$ cat src/inc/mode_diag_params.svh
/*
 * Constants for the memory mode and diagnostic control register.
 * Assumes a 20 MHz controller clock; no other file is needed.
 */
`ifndef MODE_DIAG_PARAMS_SVH
`define MODE_DIAG_PARAMS_SVH
`define MODE_DIAG_ADDR 32'h2008_0190
`define DIAG_MODE_BIT 31
`define RSVD_BIT 30
`define UPPER_HI 29
`define UPPER_LO 23
`define LOWER_HI 22
`define LOWER_LO 16
`define FAST_TEST_BIT 15
`define SECOND_PASS_BIT 14
`define CACHE_SPEED_BIT 13
`define TIMER_SEL_BIT 12
`define SOFT_LOG_BIT 11
`define PRESCALE_HI 10
`define PRESCALE_LO 9
`define PARITY_FLIP 7'h07
`define CLK_PERIOD_NS 50
`define EPR_T11_NS 1500
`define EPR_T10_NS 12000
`define EPR_T01_NS 32000
`define EPR_T00_NS 910000
`define NS_TO_CYC(t) (((t) + `CLK_PERIOD_NS - 1) / `CLK_PERIOD_NS)
`define CACHE_FAST_CYC 2'h1
`define CACHE_SLOW_CYC 2'h2
`endif

$ cat src/inc/mode_diag_pkg.sv
/*
 * Types for the memory mode and diagnostic control register.
 * Assumes nothing beyond a SystemVerilog compiler.
 */
package mode_diag_pkg;
    // Register access from the processor bus
    typedef struct packed {
        logic sel;
        logic write;
        logic read;
        logic [31:0] addr;
        logic [31:0] wdata;
    } bus_req_type;
    // Memory write transaction going out
    typedef struct packed {
        logic valid;
        logic masked;
        logic parity_err;
        logic [6:0] gen_check;
    } mem_wr_type;
    // Check bits returned by a memory or signature read
    typedef struct packed {
        logic valid;
        logic masked;
        logic [6:0] check;
    } chk_cap_type;
endpackage : mode_diag_pkg

$ cat src/rtl/memory_mode_diag_control.sv
/*
 * Mode control and diagnostic status register of the memory controller:
 * check-bit substitution, check-bit capture, test and timing mode outputs,
 * soft error logging gate and the external register access timeout.
 * Assumes the processor bus presents one-cycle read/write strobes and that
 * the memory sequencer reports writes, captures and correctable errors.
 */
`timescale 1ns/1ps
`include "mode_diag_params.svh"

// Overview of operation
// - Register sits at one fixed longword address, read and write.
// - Power-up reset clears the register asynchronously.
// - Diagnostic mode substitutes stored check bits on all memory writes.
// - Parity error on substituted write inverts the lowest three check bits.
// - Reserved bit reads zero and ignores writes.
// - Upper field captures read check bits, held until register read.
// - Masked writes never latch check bits into either field.
// - Upper field is read-only and reset clears it to zero until a capture.
// - Lower field returns first captured check bits, held until read.
// - Load pointer starts at lower field, advances per capture, read resets.
// - Fast test bit drives the fast-test select output.
// - Second-pass bit acts only while fast test mode is set.
// - Cache speed bit shifts interface response timing by one cycle.
// - Timer select stretches memory-side timers only.
// - Logging disabled: correct, no interrupt, no log, set lost bits.
// - Logging enabled: correct, interrupt, log and set correctable bits.
// - Prescaler code picks external register timeout of 1.5 to 910 us.
module memory_mode_diag_control #(
    parameter int EPR_CYC_00 = `NS_TO_CYC(`EPR_T00_NS),
    parameter int MEM_TIMER_BASE = 4
) (
    input wire logic clk,
    input wire logic rst_b,
    input mode_diag_pkg::bus_req_type bus_req,
    output logic [31:0] rdata,
    output logic rdata_valid,
    input mode_diag_pkg::mem_wr_type mem_wr,
    output logic [6:0] wr_check,
    output logic wr_check_valid,
    input mode_diag_pkg::chk_cap_type chk_cap,
    output logic fast_test_select_out,
    output logic second_pass_out,
    output logic [1:0] cache_resp_cycles,
    output logic [7:0] mem_timer_limit,
    input wire logic ce_event,
    output logic soft_error_irq_n,
    output logic ce_log,
    output logic ce_lost,
    input wire logic epr_start,
    input wire logic epr_done,
    output logic epr_busy,
    output logic epr_timeout
);
    localparam int EPR_CYC_11 = `NS_TO_CYC(`EPR_T11_NS);
    localparam int EPR_CYC_10 = `NS_TO_CYC(`EPR_T10_NS);
    localparam int EPR_CYC_01 = `NS_TO_CYC(`EPR_T01_NS);

    typedef enum logic [1:0] {
        EPR_IDLE_S = 2'b01,
        EPR_WAIT_S = 2'b10
    } epr_state_type;

    logic diag_mode;
    logic [6:0] upper_chk;
    logic [6:0] lower_chk;
    logic fast_test;
    logic second_pass;
    logic cache_slow;
    logic timer_sel;
    logic soft_log;
    logic [1:0] prescale;
    logic load_ptr;
    logic upper_held;
    logic lower_held;
    logic hit;
    logic reg_wr;
    logic reg_rd;
    logic cap_ok;
    logic [31:0] reg_view;
    epr_state_type epr_state;
    logic [19:0] epr_count;
    logic [19:0] epr_limit;

    // Address decode and strobes
    assign hit = bus_req.sel && (bus_req.addr == `MODE_DIAG_ADDR);
    assign reg_wr = hit && bus_req.write;
    assign reg_rd = hit && bus_req.read && !bus_req.write;
    assign cap_ok = chk_cap.valid && !chk_cap.masked;

    // Register image; bits 8:0 belong to other logic and read zero here
    always_comb begin
        reg_view = 32'h0000_0000;
        reg_view[`DIAG_MODE_BIT] = diag_mode;
        reg_view[`RSVD_BIT] = 1'b0;
        reg_view[`UPPER_HI:`UPPER_LO] = upper_chk;
        reg_view[`LOWER_HI:`LOWER_LO] = lower_chk;
        reg_view[`FAST_TEST_BIT] = fast_test;
        reg_view[`SECOND_PASS_BIT] = second_pass;
        reg_view[`CACHE_SPEED_BIT] = cache_slow;
        reg_view[`TIMER_SEL_BIT] = timer_sel;
        reg_view[`SOFT_LOG_BIT] = soft_log;
        reg_view[`PRESCALE_HI:`PRESCALE_LO] = prescale;
    end

    // Read data, registered one cycle after the strobe
    always_ff @(posedge clk or negedge rst_b) begin
        if (!rst_b) begin
            rdata <= 32'h0000_0000;
            rdata_valid <= 1'b0;
        end else begin
            rdata_valid <= reg_rd;
            if (reg_rd) begin
                rdata <= reg_view;
            end
        end
    end

    // Mode bits; the reserved bit has no storage
    always_ff @(posedge clk or negedge rst_b) begin
        if (!rst_b) begin
            diag_mode <= 1'b0;
            fast_test <= 1'b0;
            second_pass <= 1'b0;
            cache_slow <= 1'b0;
            timer_sel <= 1'b0;
            soft_log <= 1'b0;
            prescale <= 2'h0;
        end else if (reg_wr) begin
            diag_mode <= bus_req.wdata[`DIAG_MODE_BIT];
            fast_test <= bus_req.wdata[`FAST_TEST_BIT];
            second_pass <= bus_req.wdata[`SECOND_PASS_BIT];
            cache_slow <= bus_req.wdata[`CACHE_SPEED_BIT];
            timer_sel <= bus_req.wdata[`TIMER_SEL_BIT];
            soft_log <= bus_req.wdata[`SOFT_LOG_BIT];
            prescale <= bus_req.wdata[`PRESCALE_HI:`PRESCALE_LO];
        end
    end

    // Load pointer and hold flags; a read resets them, and a capture in the same cycle then counts as the first capture
    always_ff @(posedge clk or negedge rst_b) begin
        if (!rst_b) begin
            load_ptr <= 1'b0;
            upper_held <= 1'b0;
            lower_held <= 1'b0;
        end else if (reg_rd) begin
            load_ptr <= cap_ok;
            upper_held <= 1'b0;
            lower_held <= cap_ok;
        end else if (cap_ok) begin
            load_ptr <= !load_ptr;
            if (load_ptr) begin
                upper_held <= 1'b1;
            end else begin
                lower_held <= 1'b1;
            end
        end
    end

    // Upper check-bit field, read-only
    always_ff @(posedge clk or negedge rst_b) begin
        if (!rst_b) begin
            upper_chk <= 7'h00;
        end else if (cap_ok && load_ptr && !upper_held && !reg_rd) begin
            upper_chk <= chk_cap.check;
        end
    end

    // Lower check-bit field: substitute on write, capture on read
    always_ff @(posedge clk or negedge rst_b) begin
        if (!rst_b) begin
            lower_chk <= 7'h00;
        end else if (cap_ok && !load_ptr && (!lower_held || reg_rd)) begin
            lower_chk <= chk_cap.check;
        end else if (cap_ok && reg_rd) begin
            lower_chk <= chk_cap.check;
        end else if (reg_wr) begin
            lower_chk <= bus_req.wdata[`LOWER_HI:`LOWER_LO];
        end
    end

    // Check bits sent with each memory write
    always_ff @(posedge clk or negedge rst_b) begin
        if (!rst_b) begin
            wr_check <= 7'h00;
            wr_check_valid <= 1'b0;
        end else begin
            wr_check_valid <= mem_wr.valid;
            if (mem_wr.valid) begin
                if (diag_mode) begin
                    wr_check <= mem_wr.parity_err ? (lower_chk ^ `PARITY_FLIP)
                                                  : lower_chk;
                end else begin
                    wr_check <= mem_wr.gen_check;
                end
            end
        end
    end

    // Mode outputs toward the array controller and interface timing
    always_ff @(posedge clk or negedge rst_b) begin
        if (!rst_b) begin
            fast_test_select_out <= 1'b0;
            second_pass_out <= 1'b0;
            cache_resp_cycles <= `CACHE_FAST_CYC;
            mem_timer_limit <= 8'h00;
        end else begin
            fast_test_select_out <= fast_test;
            second_pass_out <= fast_test && second_pass;
            cache_resp_cycles <= cache_slow ? `CACHE_SLOW_CYC : `CACHE_FAST_CYC;
            mem_timer_limit <= timer_sel ? 8'(2 * MEM_TIMER_BASE)
                                         : 8'(MEM_TIMER_BASE);
        end
    end

    // Correctable error routing by the soft logging enable
    always_ff @(posedge clk or negedge rst_b) begin
        if (!rst_b) begin
            soft_error_irq_n <= 1'b1;
            ce_log <= 1'b0;
            ce_lost <= 1'b0;
        end else begin
            soft_error_irq_n <= !(ce_event && soft_log);
            ce_log <= ce_event && soft_log;
            ce_lost <= ce_event && !soft_log;
        end
    end

    // Timeout limit from the prescaler code
    always_comb begin
        case (prescale)
            2'h3: epr_limit = 20'(EPR_CYC_11);
            2'h2: epr_limit = 20'(EPR_CYC_10);
            2'h1: epr_limit = 20'(EPR_CYC_01);
            default: epr_limit = 20'(EPR_CYC_00);
        endcase
    end

    // External register access timeout
    always_ff @(posedge clk or negedge rst_b) begin
        if (!rst_b) begin
            epr_state <= EPR_IDLE_S;
            epr_count <= 20'h00000;
            epr_timeout <= 1'b0;
        end else begin
            epr_timeout <= 1'b0;
            case (epr_state)
                EPR_IDLE_S: begin
                    epr_count <= 20'h00000;
                    if (epr_start) begin
                        epr_state <= EPR_WAIT_S;
                    end
                end
                EPR_WAIT_S: begin
                    epr_count <= epr_count + 20'h00001;
                    if (epr_done) begin
                        epr_state <= EPR_IDLE_S;
                    end else if (epr_count + 20'h00001 >= epr_limit) begin
                        epr_timeout <= 1'b1;
                        epr_state <= EPR_IDLE_S;
                    end
                end
                default: epr_state <= EPR_IDLE_S;
            endcase
        end
    end
    assign epr_busy = (epr_state == EPR_WAIT_S);

    // Checks on the behaviour above
    reserved_zero_a: assert property (@(posedge clk) disable iff (!rst_b)
        rdata_valid |-> !rdata[`RSVD_BIT])
        else $error("reserved bit read nonzero");
    read_data_a: assert property (@(posedge clk) disable iff (!rst_b)
        reg_rd |=> rdata_valid && rdata == $past(reg_view))
        else $error("read data does not match register");
    subst_check_a: assert property (@(posedge clk) disable iff (!rst_b)
        mem_wr.valid && diag_mode && !mem_wr.parity_err |=> wr_check == $past(lower_chk))
        else $error("substitute check bits not sent");
    parity_flip_a: assert property (@(posedge clk) disable iff (!rst_b)
        mem_wr.valid && diag_mode && mem_wr.parity_err
        |=> wr_check == ($past(lower_chk) ^ `PARITY_FLIP))
        else $error("parity error did not invert check bits");
    gen_check_a: assert property (@(posedge clk) disable iff (!rst_b)
        mem_wr.valid && !diag_mode |=> wr_check == $past(mem_wr.gen_check))
        else $error("generated check bits not sent");
    masked_hold_a: assert property (@(posedge clk) disable iff (!rst_b)
        chk_cap.valid && chk_cap.masked && !reg_wr && !reg_rd
        |=> $stable(upper_chk) && $stable(lower_chk) && $stable(load_ptr))
        else $error("masked write latched check bits");
    ptr_read_a: assert property (@(posedge clk) disable iff (!rst_b)
        reg_rd && !chk_cap.valid |=> !load_ptr)
        else $error("read did not reset load pointer");
    upper_load_a: assert property (@(posedge clk) disable iff (!rst_b)
        cap_ok && load_ptr && !upper_held && !reg_rd |=> upper_chk == $past(chk_cap.check))
        else $error("upper field not loaded");
    second_pass_a: assert property (@(posedge clk) disable iff (!rst_b)
        second_pass_out == $past(fast_test && second_pass))
        else $error("second pass output wrong");
    soft_log_a: assert property (@(posedge clk) disable iff (!rst_b)
        ce_event && !soft_log |=> ce_lost && soft_error_irq_n && !ce_log)
        else $error("disabled logging still reported");
    epr_bound_a: assert property (@(posedge clk) disable iff (!rst_b)
        epr_busy |-> epr_count < epr_limit)
        else $error("timeout counter passed its limit");

    // Checks on field loading, mode outputs and pulse routing
    lower_load_a: assert property (@(posedge clk) disable iff (!rst_b)
        cap_ok && !load_ptr && !lower_held && !reg_rd |=> lower_chk == $past(chk_cap.check))
        else $error("lower field not loaded");
    upper_hold_a: assert property (@(posedge clk) disable iff (!rst_b)
        upper_held && !reg_rd |=> $stable(upper_chk))
        else $error("held upper field changed");
    ptr_toggle_a: assert property (@(posedge clk) disable iff (!rst_b)
        cap_ok && !reg_rd |=> load_ptr != $past(load_ptr))
        else $error("load pointer did not advance");
    upper_ro_a: assert property (@(posedge clk) disable iff (!rst_b)
        reg_wr && !cap_ok |=> $stable(upper_chk))
        else $error("write changed upper field");
    lower_write_a: assert property (@(posedge clk) disable iff (!rst_b)
        reg_wr && !cap_ok |=> lower_chk == $past(bus_req.wdata[`LOWER_HI:`LOWER_LO]))
        else $error("substitute field not written");
    wr_valid_a: assert property (@(posedge clk) disable iff (!rst_b)
        mem_wr.valid |=> wr_check_valid)
        else $error("write check bits not strobed");
    rdata_hold_a: assert property (@(posedge clk) disable iff (!rst_b)
        !reg_rd |=> $stable(rdata))
        else $error("read data changed without a read");
    fast_select_a: assert property (@(posedge clk) disable iff (!rst_b)
        fast_test_select_out == $past(fast_test))
        else $error("fast test select does not follow its bit");
    cache_cycles_a: assert property (@(posedge clk) disable iff (!rst_b)
        cache_resp_cycles == ($past(cache_slow) ? `CACHE_SLOW_CYC : `CACHE_FAST_CYC))
        else $error("cache response cycles wrong");
    timer_double_a: assert property (@(posedge clk) disable iff (!rst_b)
        timer_sel |=> mem_timer_limit == 8'(2 * MEM_TIMER_BASE))
        else $error("timer limit not stretched");
    irq_pulse_a: assert property (@(posedge clk) disable iff (!rst_b)
        ce_event && soft_log |=> !soft_error_irq_n && ce_log && !ce_lost)
        else $error("enabled logging did not report");
    epr_done_a: assert property (@(posedge clk) disable iff (!rst_b)
        epr_busy && epr_done |=> !epr_busy && !epr_timeout)
        else $error("completed access still timed");
endmodule : memory_mode_diag_control

$ cat config.mk
export PLATFORM = sky130hd
export DESIGN_NAME = memory_mode_diag_control
export DESIGN_NICKNAME = d
export VERILOG_FILES = /design/src/inc/mode_diag_pkg.sv /design/src/rtl/memory_mode_diag_control.sv
export VERILOG_INCLUDE_DIRS = /design/src /design/src/inc
export SDC_FILE = /design/constraint.sdc
export NUM_CORES = 1
export LEC_CHECK = 0
export BUFFER_PORTS_ARGS = -buffer_cell sky130_fd_sc_hd__buf_2
export CORE_MARGIN = 2
export CORE_UTILIZATION = 45
export DETAILED_ROUTE_END_ITERATION = 12
export GPL_TIMING_DRIVEN = 0
export PLACE_DENSITY = 0.8
export SLEW_MARGIN = 20
export SYNTH_ARGS = -nofsm -noshare
export SYNTH_HDL_FRONTEND = slang
export SYNTH_SLANG_ARGS = --single-unit
$ cat constraint.sdc
create_clock -name clk -period 6.28 [get_ports clk]
set_input_delay 0.942 -clock clk [delete_from_list [all_inputs] [get_ports clk]]
set_output_delay 0.942 -clock clk [all_outputs]
set_load 0.02 [all_outputs]
## Word-level counts from Yosys, hierarchy flattened

Index checks and enable logic that the tools add are counted.

- Register bits after elaboration: 90
- Bits of input ports: 91
- Output and inout port bits: 58
- Word-level logic and storage cells: 92

- Reductions and logical operators: 30
- Bitwise operators: 1
- Mux-type cells: 24
- $add $sub $neg: 1
- Equality and inequality tests: 9
- Magnitude comparators: 1

Operators with widths:

| kind | count |
|---|---|
| $pmux 15 s3 | 1 |
| $pmux 20 s2 | 1 |
| $eq 32x30->1 const B | 1 |
| $mux 7 | 4 |
| $add 20x1->20 const B | 1 |
| $ge 20x20->1 | 1 |
| $logic_and 1x1->1 | 14 |
| $mux 1 | 11 |
| $logic_not 1->1 | 8 |
| $mux 2 | 4 |
| $eq 2x2->1 const B | 3 |
| $reduce_and 2->1 | 3 |
| $reduce_bool 2->1 | 3 |
| $eq 2x1->1 const B | 2 |
| $mux 4 | 1 |
| $pmux 2 s2 | 1 |
| $mux 3 | 1 |
| $ne 3x2->1 const B | 1 |
| $not 3->3 | 1 |
| $reduce_bool 3->1 | 1 |
| $ne 2x1->1 const B | 1 |
| $ne 2x2->1 const B | 1 |
| $logic_or 1x1->1 | 1 |

## Depth between registers and ports, before layout

Gate-level depths: netlist (run 1).

- Word-level depth: 7
- Gate-level depth with buffers: 13
- Gate-level depth less buffers: 13

## Worst setup path before layout (run 1)

Ideal clock, no wire load.

- Path type: register to register
- Start: reg epr_count[0]
- End: reg epr_state[0]
- Period minus slack after synthesis: 3.009 ns
- Setup slack: 3.271 ns
- Path buffers: 0
- Arrival: 2.927 ns
- Data required time: 6.198 ns
- Stages on the path, launching flop included: 14
- Cell sequence: dfrtp_1 ha_1 nand2_2 nor2_1 nand3_1 nor2_1 xor2_1 ha_1 nand3_1 nor2_1 a31o_2 a211o_1 a211o_1 a211o_1

- Cells in the longest elaborated chain, start to end: 4

Ends and longest elaborated chain:

| element | line | text |
|---|---|---|
| start: declaration | memory_mode_diag_control.sv:82 | `logic [19:0] epr_count;` |
| start signal: assignment | memory_mode_diag_control.sv:255 | `epr_count <= epr_count + 20'h00001;` |
| $add 20x1->20 | memory_mode_diag_control.sv:258 | `end else if (epr_count + 20'h00001 >= epr_limit) begin` |
| $ge 20x20->1 | memory_mode_diag_control.sv:258 |  |
| $ne 3x2->1 (no source line) | n/a |  |
| $reduce_and 2->1 (no source line) | n/a |  |
| end signal: assignment | memory_mode_diag_control.sv:257 | `epr_state <= EPR_IDLE_S;` |
| end signal: assignment | memory_mode_diag_control.sv:260 | `epr_state <= EPR_IDLE_S;` |
| end signal: assignment | memory_mode_diag_control.sv:263 | `default: epr_state <= EPR_IDLE_S;` |
| end: declaration | memory_mode_diag_control.sv:81 | `epr_state_type epr_state;` |

Every way passes these cells.
A chain may end at the register's enable or synchronous reset.

## Worst setup path after layout (run 1)

Ends and elaborated chain as after synthesis.

==> flow_summary.ini, run 1 <==
[clock_tree]
cts_made_buffers = 9
ctsHtreeMaxLevel = 3
hold_buffers = 0
cts_buffer_depth = 2
clk_latency_ns = 0.35
cts_setup_buffers = 0
post_cts_resized = 0
cts.clk_slew.worst_paths_ns = 0.09
cts_tree = done
root_buffer = clkbuf_8
cts.sinks = 88

[outcome]
outcome = finished clean

[synthesis]
synth_edf_count = 0
synth_area_leader_cell = dfrtp_1
netlist_top_cells_count = 85 x dfrtp_1, 81 x nand2_1, 37 x nor2_1
netlist_top_cells_area = dfrtp_1 47%, nand2_1 6.8%, ha_1 5.0%, mux2_2 3.5%, nor2_1 3.1%
synth_most_common_cell = dfrtp_1
ys.flop_type = dfrtp_1
synthArstFlopShare_pct = 100
synth.avg_cell_area_um2 = 9.73
ys_seq_area_share_pct = 49.1
synth_seq_cells = 88
yosysTopAreaCellShare_pct = 47.3
synthCells = 462
yosys_warnings = 0
syn_area_um2 = 4500
synth_cell_types = 52

[worst_setup_path]
r2r-start = epr_count[0]
end_kind = flop
start_kind = flop
path_buf_inv = 0
worstPathArrival_ns = 3.77
path_class = reg2reg
r2r-end = epr_state[0]
cp.required_ns = 6.57
cpPeakStageDelay_ns = 0.43
critPathSlowestCell = dfrtp_1
cp_num_cells = 13
r2r_setup_slack_ns = 2.80
endpoint = epr_state[0]
cp-startpoint = epr_count[0]
worst-r2r-cell-count = 13
crit_fanout = 6
cp_cell_sequence = ha_1 > nand2_2 > nor2_1 > nand3_1 > nor2_1 > xor2_1 > ha_1 > nand3_1 > nor2_1 > a31o_2 > a211o_1 > a211o_1 > a211o_1
crit_family = compound AO/OA/AOI/OAI gates

[power]
p_seq_share_pct = 50.0
power.total_uw = 1360
clkPwrFrac_pct = 29.1
swShare_pct = 31.3
power-per-cell-area_nw_per_um2 = 247
switchingPower_uw = 426
power.leakage_uw = 0.00284
peakVddDrop_v = 0.000160
p_int_uw = 936
pwr-share-comb_pct = 20.9

[route]
firstDrtPassIters = 4
vias = 3805
top_layer = met4
final_antenna_net_count = 0
wl_per_cell_um = 14.3
drc = 0
dr_wl_met2_um = 5400
dr_wl_met3_um = 600
detail_route.wirelength_um = 10600
drt-initial-drc-count = 260
routed_via_density = 5.13
drt-met1-wl_um = 4360

[sta]
min_period_over_period_pct = 55.4
setup_slack_ns = 2.80
worst_pin_slew_ns = 0.704
fmax_mhz = 287
period_needed_ns = 3.48
slew_violations = 0
fin_setup_tns_ns = 0
slew_headroom_pct = 52.9
final.setup_skew_ns = 0.00539
setup_viol = 0
grt_setup_unrepaired = no
hold_viol = 0

[global_route]
grt_max_degree = 61
grt_pass1_vias = 3838
antenna_found_initial = 0
grt_usage_pct = 20.3
grt_pass1_wl_um = 18100
grt_overflow_total = 0

[finish]
finalNetCount = 712
regArea_um2 = 2210
multiInputGateArea_um2 = 2080
drive_above_1_share_pct = 30.3
n_fill_cell = 866
area_growth_pct = 22.7
diodes = 0
fin_area_um2 = 5510

[die]
core-area_um2 = 9730
start_util_pct = 46.2
die_x_um = 104
die_h_um = 104
dieArea_um2 = 10800
rows = 36
io_pins = 149

[placed_design]
portBuffers = 114
place_ws_ns = 2.85
gp_congestion = 0.883
dpl.hpwl_um = 8110
place_area_um2 = 5320

[min_path]
hold_class = reg2reg

[job]
max_cap_viol_count = 0
-- power by group through the flow --
stage / combinational, uW / clock [uW] / sequential (uW)
detailed placement: 282 / 0 / 692
CTS: 284 / 402 / 682
global placement: 268 / 0 / 689
finish: 285 / 396 / 681
floorplan: 186 / 0 / 681
global route: 315 / 431 / 689
-- area by class of cell --
class                      instances  area share, %
buffer                            36           3.81
clock buffer                      10           2.31
clock inverter                     6           1.23
inverter                          16           1.09
multi-input combinational        337           37.6
sequential                        88           40.0
tap                              133           3.02
timing repair buffer             115           10.9
-- per-stage QoR --
step / cells / hold WS, ns / util, %
after floorplan: 477 / 0.354 / -
after global placement: 724 / 0.360 / 54.4
after detailed placement: 725 / 0.367 / 54.7
after CTS: 741 / 0.395 / 56.7
after global routing: 741 / 0.402 / 56.7
final: 741 / 0.397 / 56.7
-- worst min path at each step --
stage / to / startpoint / cells past startpoint
finish: mem_timer_limit[3] / timer_sel / 0
global placement: cache_resp_cycles[1] / cache_slow / 0
global route: mem_timer_limit[3] / timer_sel / 0
CTS: mem_timer_limit[3] / timer_sel / 0
floorplan: cache_resp_cycles[1] / cache_slow / 0
detailed placement: mem_timer_limit[3] / timer_sel / 0
-- cell families after synthesis --
group / count (synthesis) / share of synthesized area, %
adders and majority gates: 18 / 5.01
muxes: 27 / 6.40
buffers and inverters: 52 / 6.01
and+or+nand+nor: 181 / 19.5
xor gates and xnor gates: 17 / 3.31
AOI/OAI and AO/OA: 78 / 10.6
DFF: 88 / 49.1
other: 1 / 0.0834
-- sequential cells by signal, summed over array words and instances, names as in the netlist, 2 cells and up --
register,flops
cache_resp_cycles,2
epr_count,20
epr_state,2
lower_chk,7
mem_timer_limit,2
prescale,2
rdata,22
upper_chk,7
wr_check,7
-- worst register-to-register path, cell delays in order (launching register included) --
cell and delay (ns):
dfrtp_1 0.43, ha_1 0.34, nand2_2 0.12, nor2_1 0.27, nand3_1 0.23, nor2_1 0.21
xor2_1 0.22, ha_1 0.28, nand3_1 0.10, nor2_1 0.06, a31o_2 0.25, a211o_1 0.29
a211o_1 0.33, a211o_1 0.30
-- per-layer routing --
| metal | global-route usage (%) | up-vias |
|---|---|---|
| met1 | 24.8 | 1840 |
| met3 | 4.64 | 18 |
| li1 | - | 1840 |
| met4 | 8.11 | 0 |
| met5 | 0 | - |
| met2 | 35.0 | 107 |
-- layout by cell type, fill, tap and decap left out, types with 4 or more instances in the layout --
| master | instances |
|---|---|
| conb_1 | 16 |
| nor2_1 | 37 |
| clkbuf_8 | 9 |
| nand2b_1 | 4 |
| buf_2 | 122 |
| xnor2_1 | 11 |
| o31ai_1 | 6 |
| nor4_1 | 6 |
| nand4_1 | 11 |
| ha_1 | 18 |
| clkbuf_1 | 11 |
| mux2_2 | 14 |
| buf_4 | 18 |
| a22o_1 | 5 |
| dfrtp_1 | 85 |
| nand3_1 | 13 |
| o21ai_0 | 26 |
| a21oi_1 | 22 |
| mux2i_1 | 13 |
| xor2_1 | 6 |
| nand2_1 | 81 |
| inv_1 | 16 |
Power figures use the tool's default switching activity.
==> run 2: changes to the inputs <==
--- a/config.mk
+++ b/config.mk
@@ -11,7 +11,7 @@
 export CORE_UTILIZATION = 45
 export DETAILED_ROUTE_END_ITERATION = 12
 export GPL_TIMING_DRIVEN = 0
-export PLACE_DENSITY = 0.8
+export PLACE_DENSITY = 0.83
 export SLEW_MARGIN = 20
 export SYNTH_ARGS = -nofsm -noshare
 export SYNTH_HDL_FRONTEND = slang
==> constraint.sdc (replaced) <==
create_clock -name clk -period 3.1 [get_ports clk]
set_input_delay 0.465 -clock clk [delete_from_list [all_inputs] [get_ports clk]]
set_output_delay 0.465 -clock clk [all_outputs]
set_load 0.02 [all_outputs]
==> run 2 against run 1 <==
Cell count up 0.81%. Clock skew up 0.00069 ns. Hold slack worse by 0.28 ns. Clock-buffer cell count unchanged. Clock power up 110%. Register-to-register slack worse by 2.7 ns. Sequential share of layout area down 1.0 points. Total power up 110%. Critical path type unchanged. Largest cell class unchanged.
==> flow_summary.ini, run 2 (synthesized netlist as in run 1, its figures left out) <==
[worst_setup_path]
cpPeakStageDelay_ns = 0.35
cp_cell_sequence = buf_4 > nand3_1 > buf_4 > nor3_4 > xor2_1 > ha_1 > nand3_1 > nor2_1 > a31o_2 > a211o_1 > a211o_1 > a211o_1
crit_family = compound AO/OA/AOI/OAI gates
cp_common_cell = a211o_1
start_kind = flop
path_class = reg2reg
critPathSlowestCell = a211o_1
worstPathArrival_ns = 3.30
end_kind = flop
crit_fanout = 10
cp.required_ns = 3.39
path_buf_inv = 2

[global_route]
antenna_found_initial = 0
grt_pass1_vias = 4003
grt_overflow_total = 0
grt_pass1_wl_um = 18500
grt_max_degree = 48
grt_usage_pct = 20.8

[sta]
setup_slack_ns = 0.0841
worst_pin_slew_ns = 0.763
period_needed_ns = 3.02
setup_viol = 0
hold_viol = 0
slew_violations = 0
min_period_over_period_pct = 97.3
final.setup_skew_ns = 0.00608
fmax_mhz = 332
fin_hold_ws_ns = 0.116
slew_headroom_pct = 49.0
fin_setup_tns_ns = 0

[clock_tree]
cts_tree = done
cts.sinks = 88
hold_buffers = 0
root_buffer = clkbuf_8
clk_latency_ns = 0.35
cts_buffer_depth = 2
cts_made_buffers = 9
ctsHtreeMaxLevel = 3
cts.clk_slew.worst_paths_ns = 0.09

[placed_design]
dpl.hpwl_um = 8180
portBuffers = 114
place_ws_ns = -0.270
gp_congestion = 0.852
placedCellCount = 725

[die]
die_x_um = 104
die_h_um = 104
start_util_pct = 46.2
dieArea_um2 = 10800
rows = 36
core-area_um2 = 9730
io_pins = 149

[power]
clkPwrFrac_pct = 29.4
power.leakage_uw = 0.00291
peakVddDrop_v = 0.000313
power-per-cell-area_nw_per_um2 = 497
p_int_uw = 1920
power.total_uw = 2820
pwr-share-comb_pct = 21.7
switchingPower_uw = 902
swShare_pct = 32.0
p_seq_share_pct = 48.9

[finish]
area_growth_pct = 26.3
largest_reg_flops = 22
n_fill_cell = 838
final_cell_mix = 119 x buf_2, 81 x nand2_1, 80 x dfrtp_1, 34 x nor2_1
reg_top3 = rdata (22), epr_count (20)
instances_no_fill = 747
top_register = rdata
final_common_cell = buf_2
drive_above_1_share_pct = 33.7
multiInputGateArea_um2 = 2180
diodes = 0
regArea_um2 = 2210
finalNetCount = 718

[route]
drt-initial-drc-count = 221
routed_via_density = 5.18
detail_route.wirelength_um = 11200
final_antenna_net_count = 0
drc = 0
vias = 3872
firstDrtPassIters = 5
wl_per_cell_um = 15.1

[outcome]
outcome = finished clean

[job]
max_cap_viol_count = 0

[min_path]
hold_class = in2async
[run 2: cell types whose count changed in the layout (fill, tap and decap cells not counted), sizes merged]
cell      previous run  this run
inv                 18        20
clkinvlp             2         0
buf                141       147
[run 2: metrics by stage]
stage          utilization (%)  instance area (um^2)
2_1_floorplan                -                  4550
3_3_place_gp              54.4                  5290
3_5_place_dp              54.6                  5310
4_1_cts                   56.9                  5530
5_1_grt                   58.4                  5680
6_report                  58.4                  5680
[run 2: final timing paths]
path | start | endpoint | slack, ns | cells past startpoint
max | epr_count[2] | epr_state[0] | 0.08 | 12
min reg2reg | timer_sel | mem_timer_limit[3] | 0.39 | 0
min in group clk | mem_wr[9] | wr_check_valid | 0.26 | 1
min | rst_b | mem_timer_limit[3] | 0.12 | 1
max in group asynchronous | rst_b | epr_count[5] | 2.33 | 2
max reg2reg | epr_count[2] | epr_state[0] | 0.08 | 12
[run 2: what timing repair did]
action	CTS	global route
cloned	0	0
resized for setup	5	28
buffers inserted	0	6
pin swaps	0	11
endpoints found under the setup margin	2	2
[run 2: metal layers]
metal	wire length (um)	up-vias	track usage, %	share of wire (%)
met5	0	-	0	0
met4	193	0	5.98	1.7
met3	647	18	5.58	5.8
met2	5700	127	35.8	51
met1	4710	1871	25.6	42
li1	-	1856	-	-
[run 2: power by group through the flow]
stage          Combinational [uW]  Sequential (uW)  Clock, uW
2_1_floorplan                 377             1380          0
3_3_place_gp                  543             1390          0
3_5_place_dp                  576             1400          0
4_1_cts                       583             1380        846
5_1_grt                       671             1400        901
6_report                      612             1380        831
[run 2: area by class of cell]
type	count	share of cell area, %
Inverter	16	1.06
Sequential cell	88	39.0
Tap cell	133	2.93
Clock inverter	6	1.30
Clock buffer	10	2.25
Buffer	36	3.90
Multi-Input combinational cell	337	38.4
Timing Repair Buffer	121	11.2
[run 2: worst reg2reg max path, cell delays in order, from the launching register on]
cell,delay [ns]
dfrtp_1,0.34
buf_4,0.16
nand3_1,0.13
buf_4,0.22
nor3_4,0.24
xor2_1,0.19
ha_1,0.26
nand3_1,0.11
nor2_1,0.06
a31o_2,0.26
a211o_1,0.35
a211o_1,0.34
a211o_1,0.29
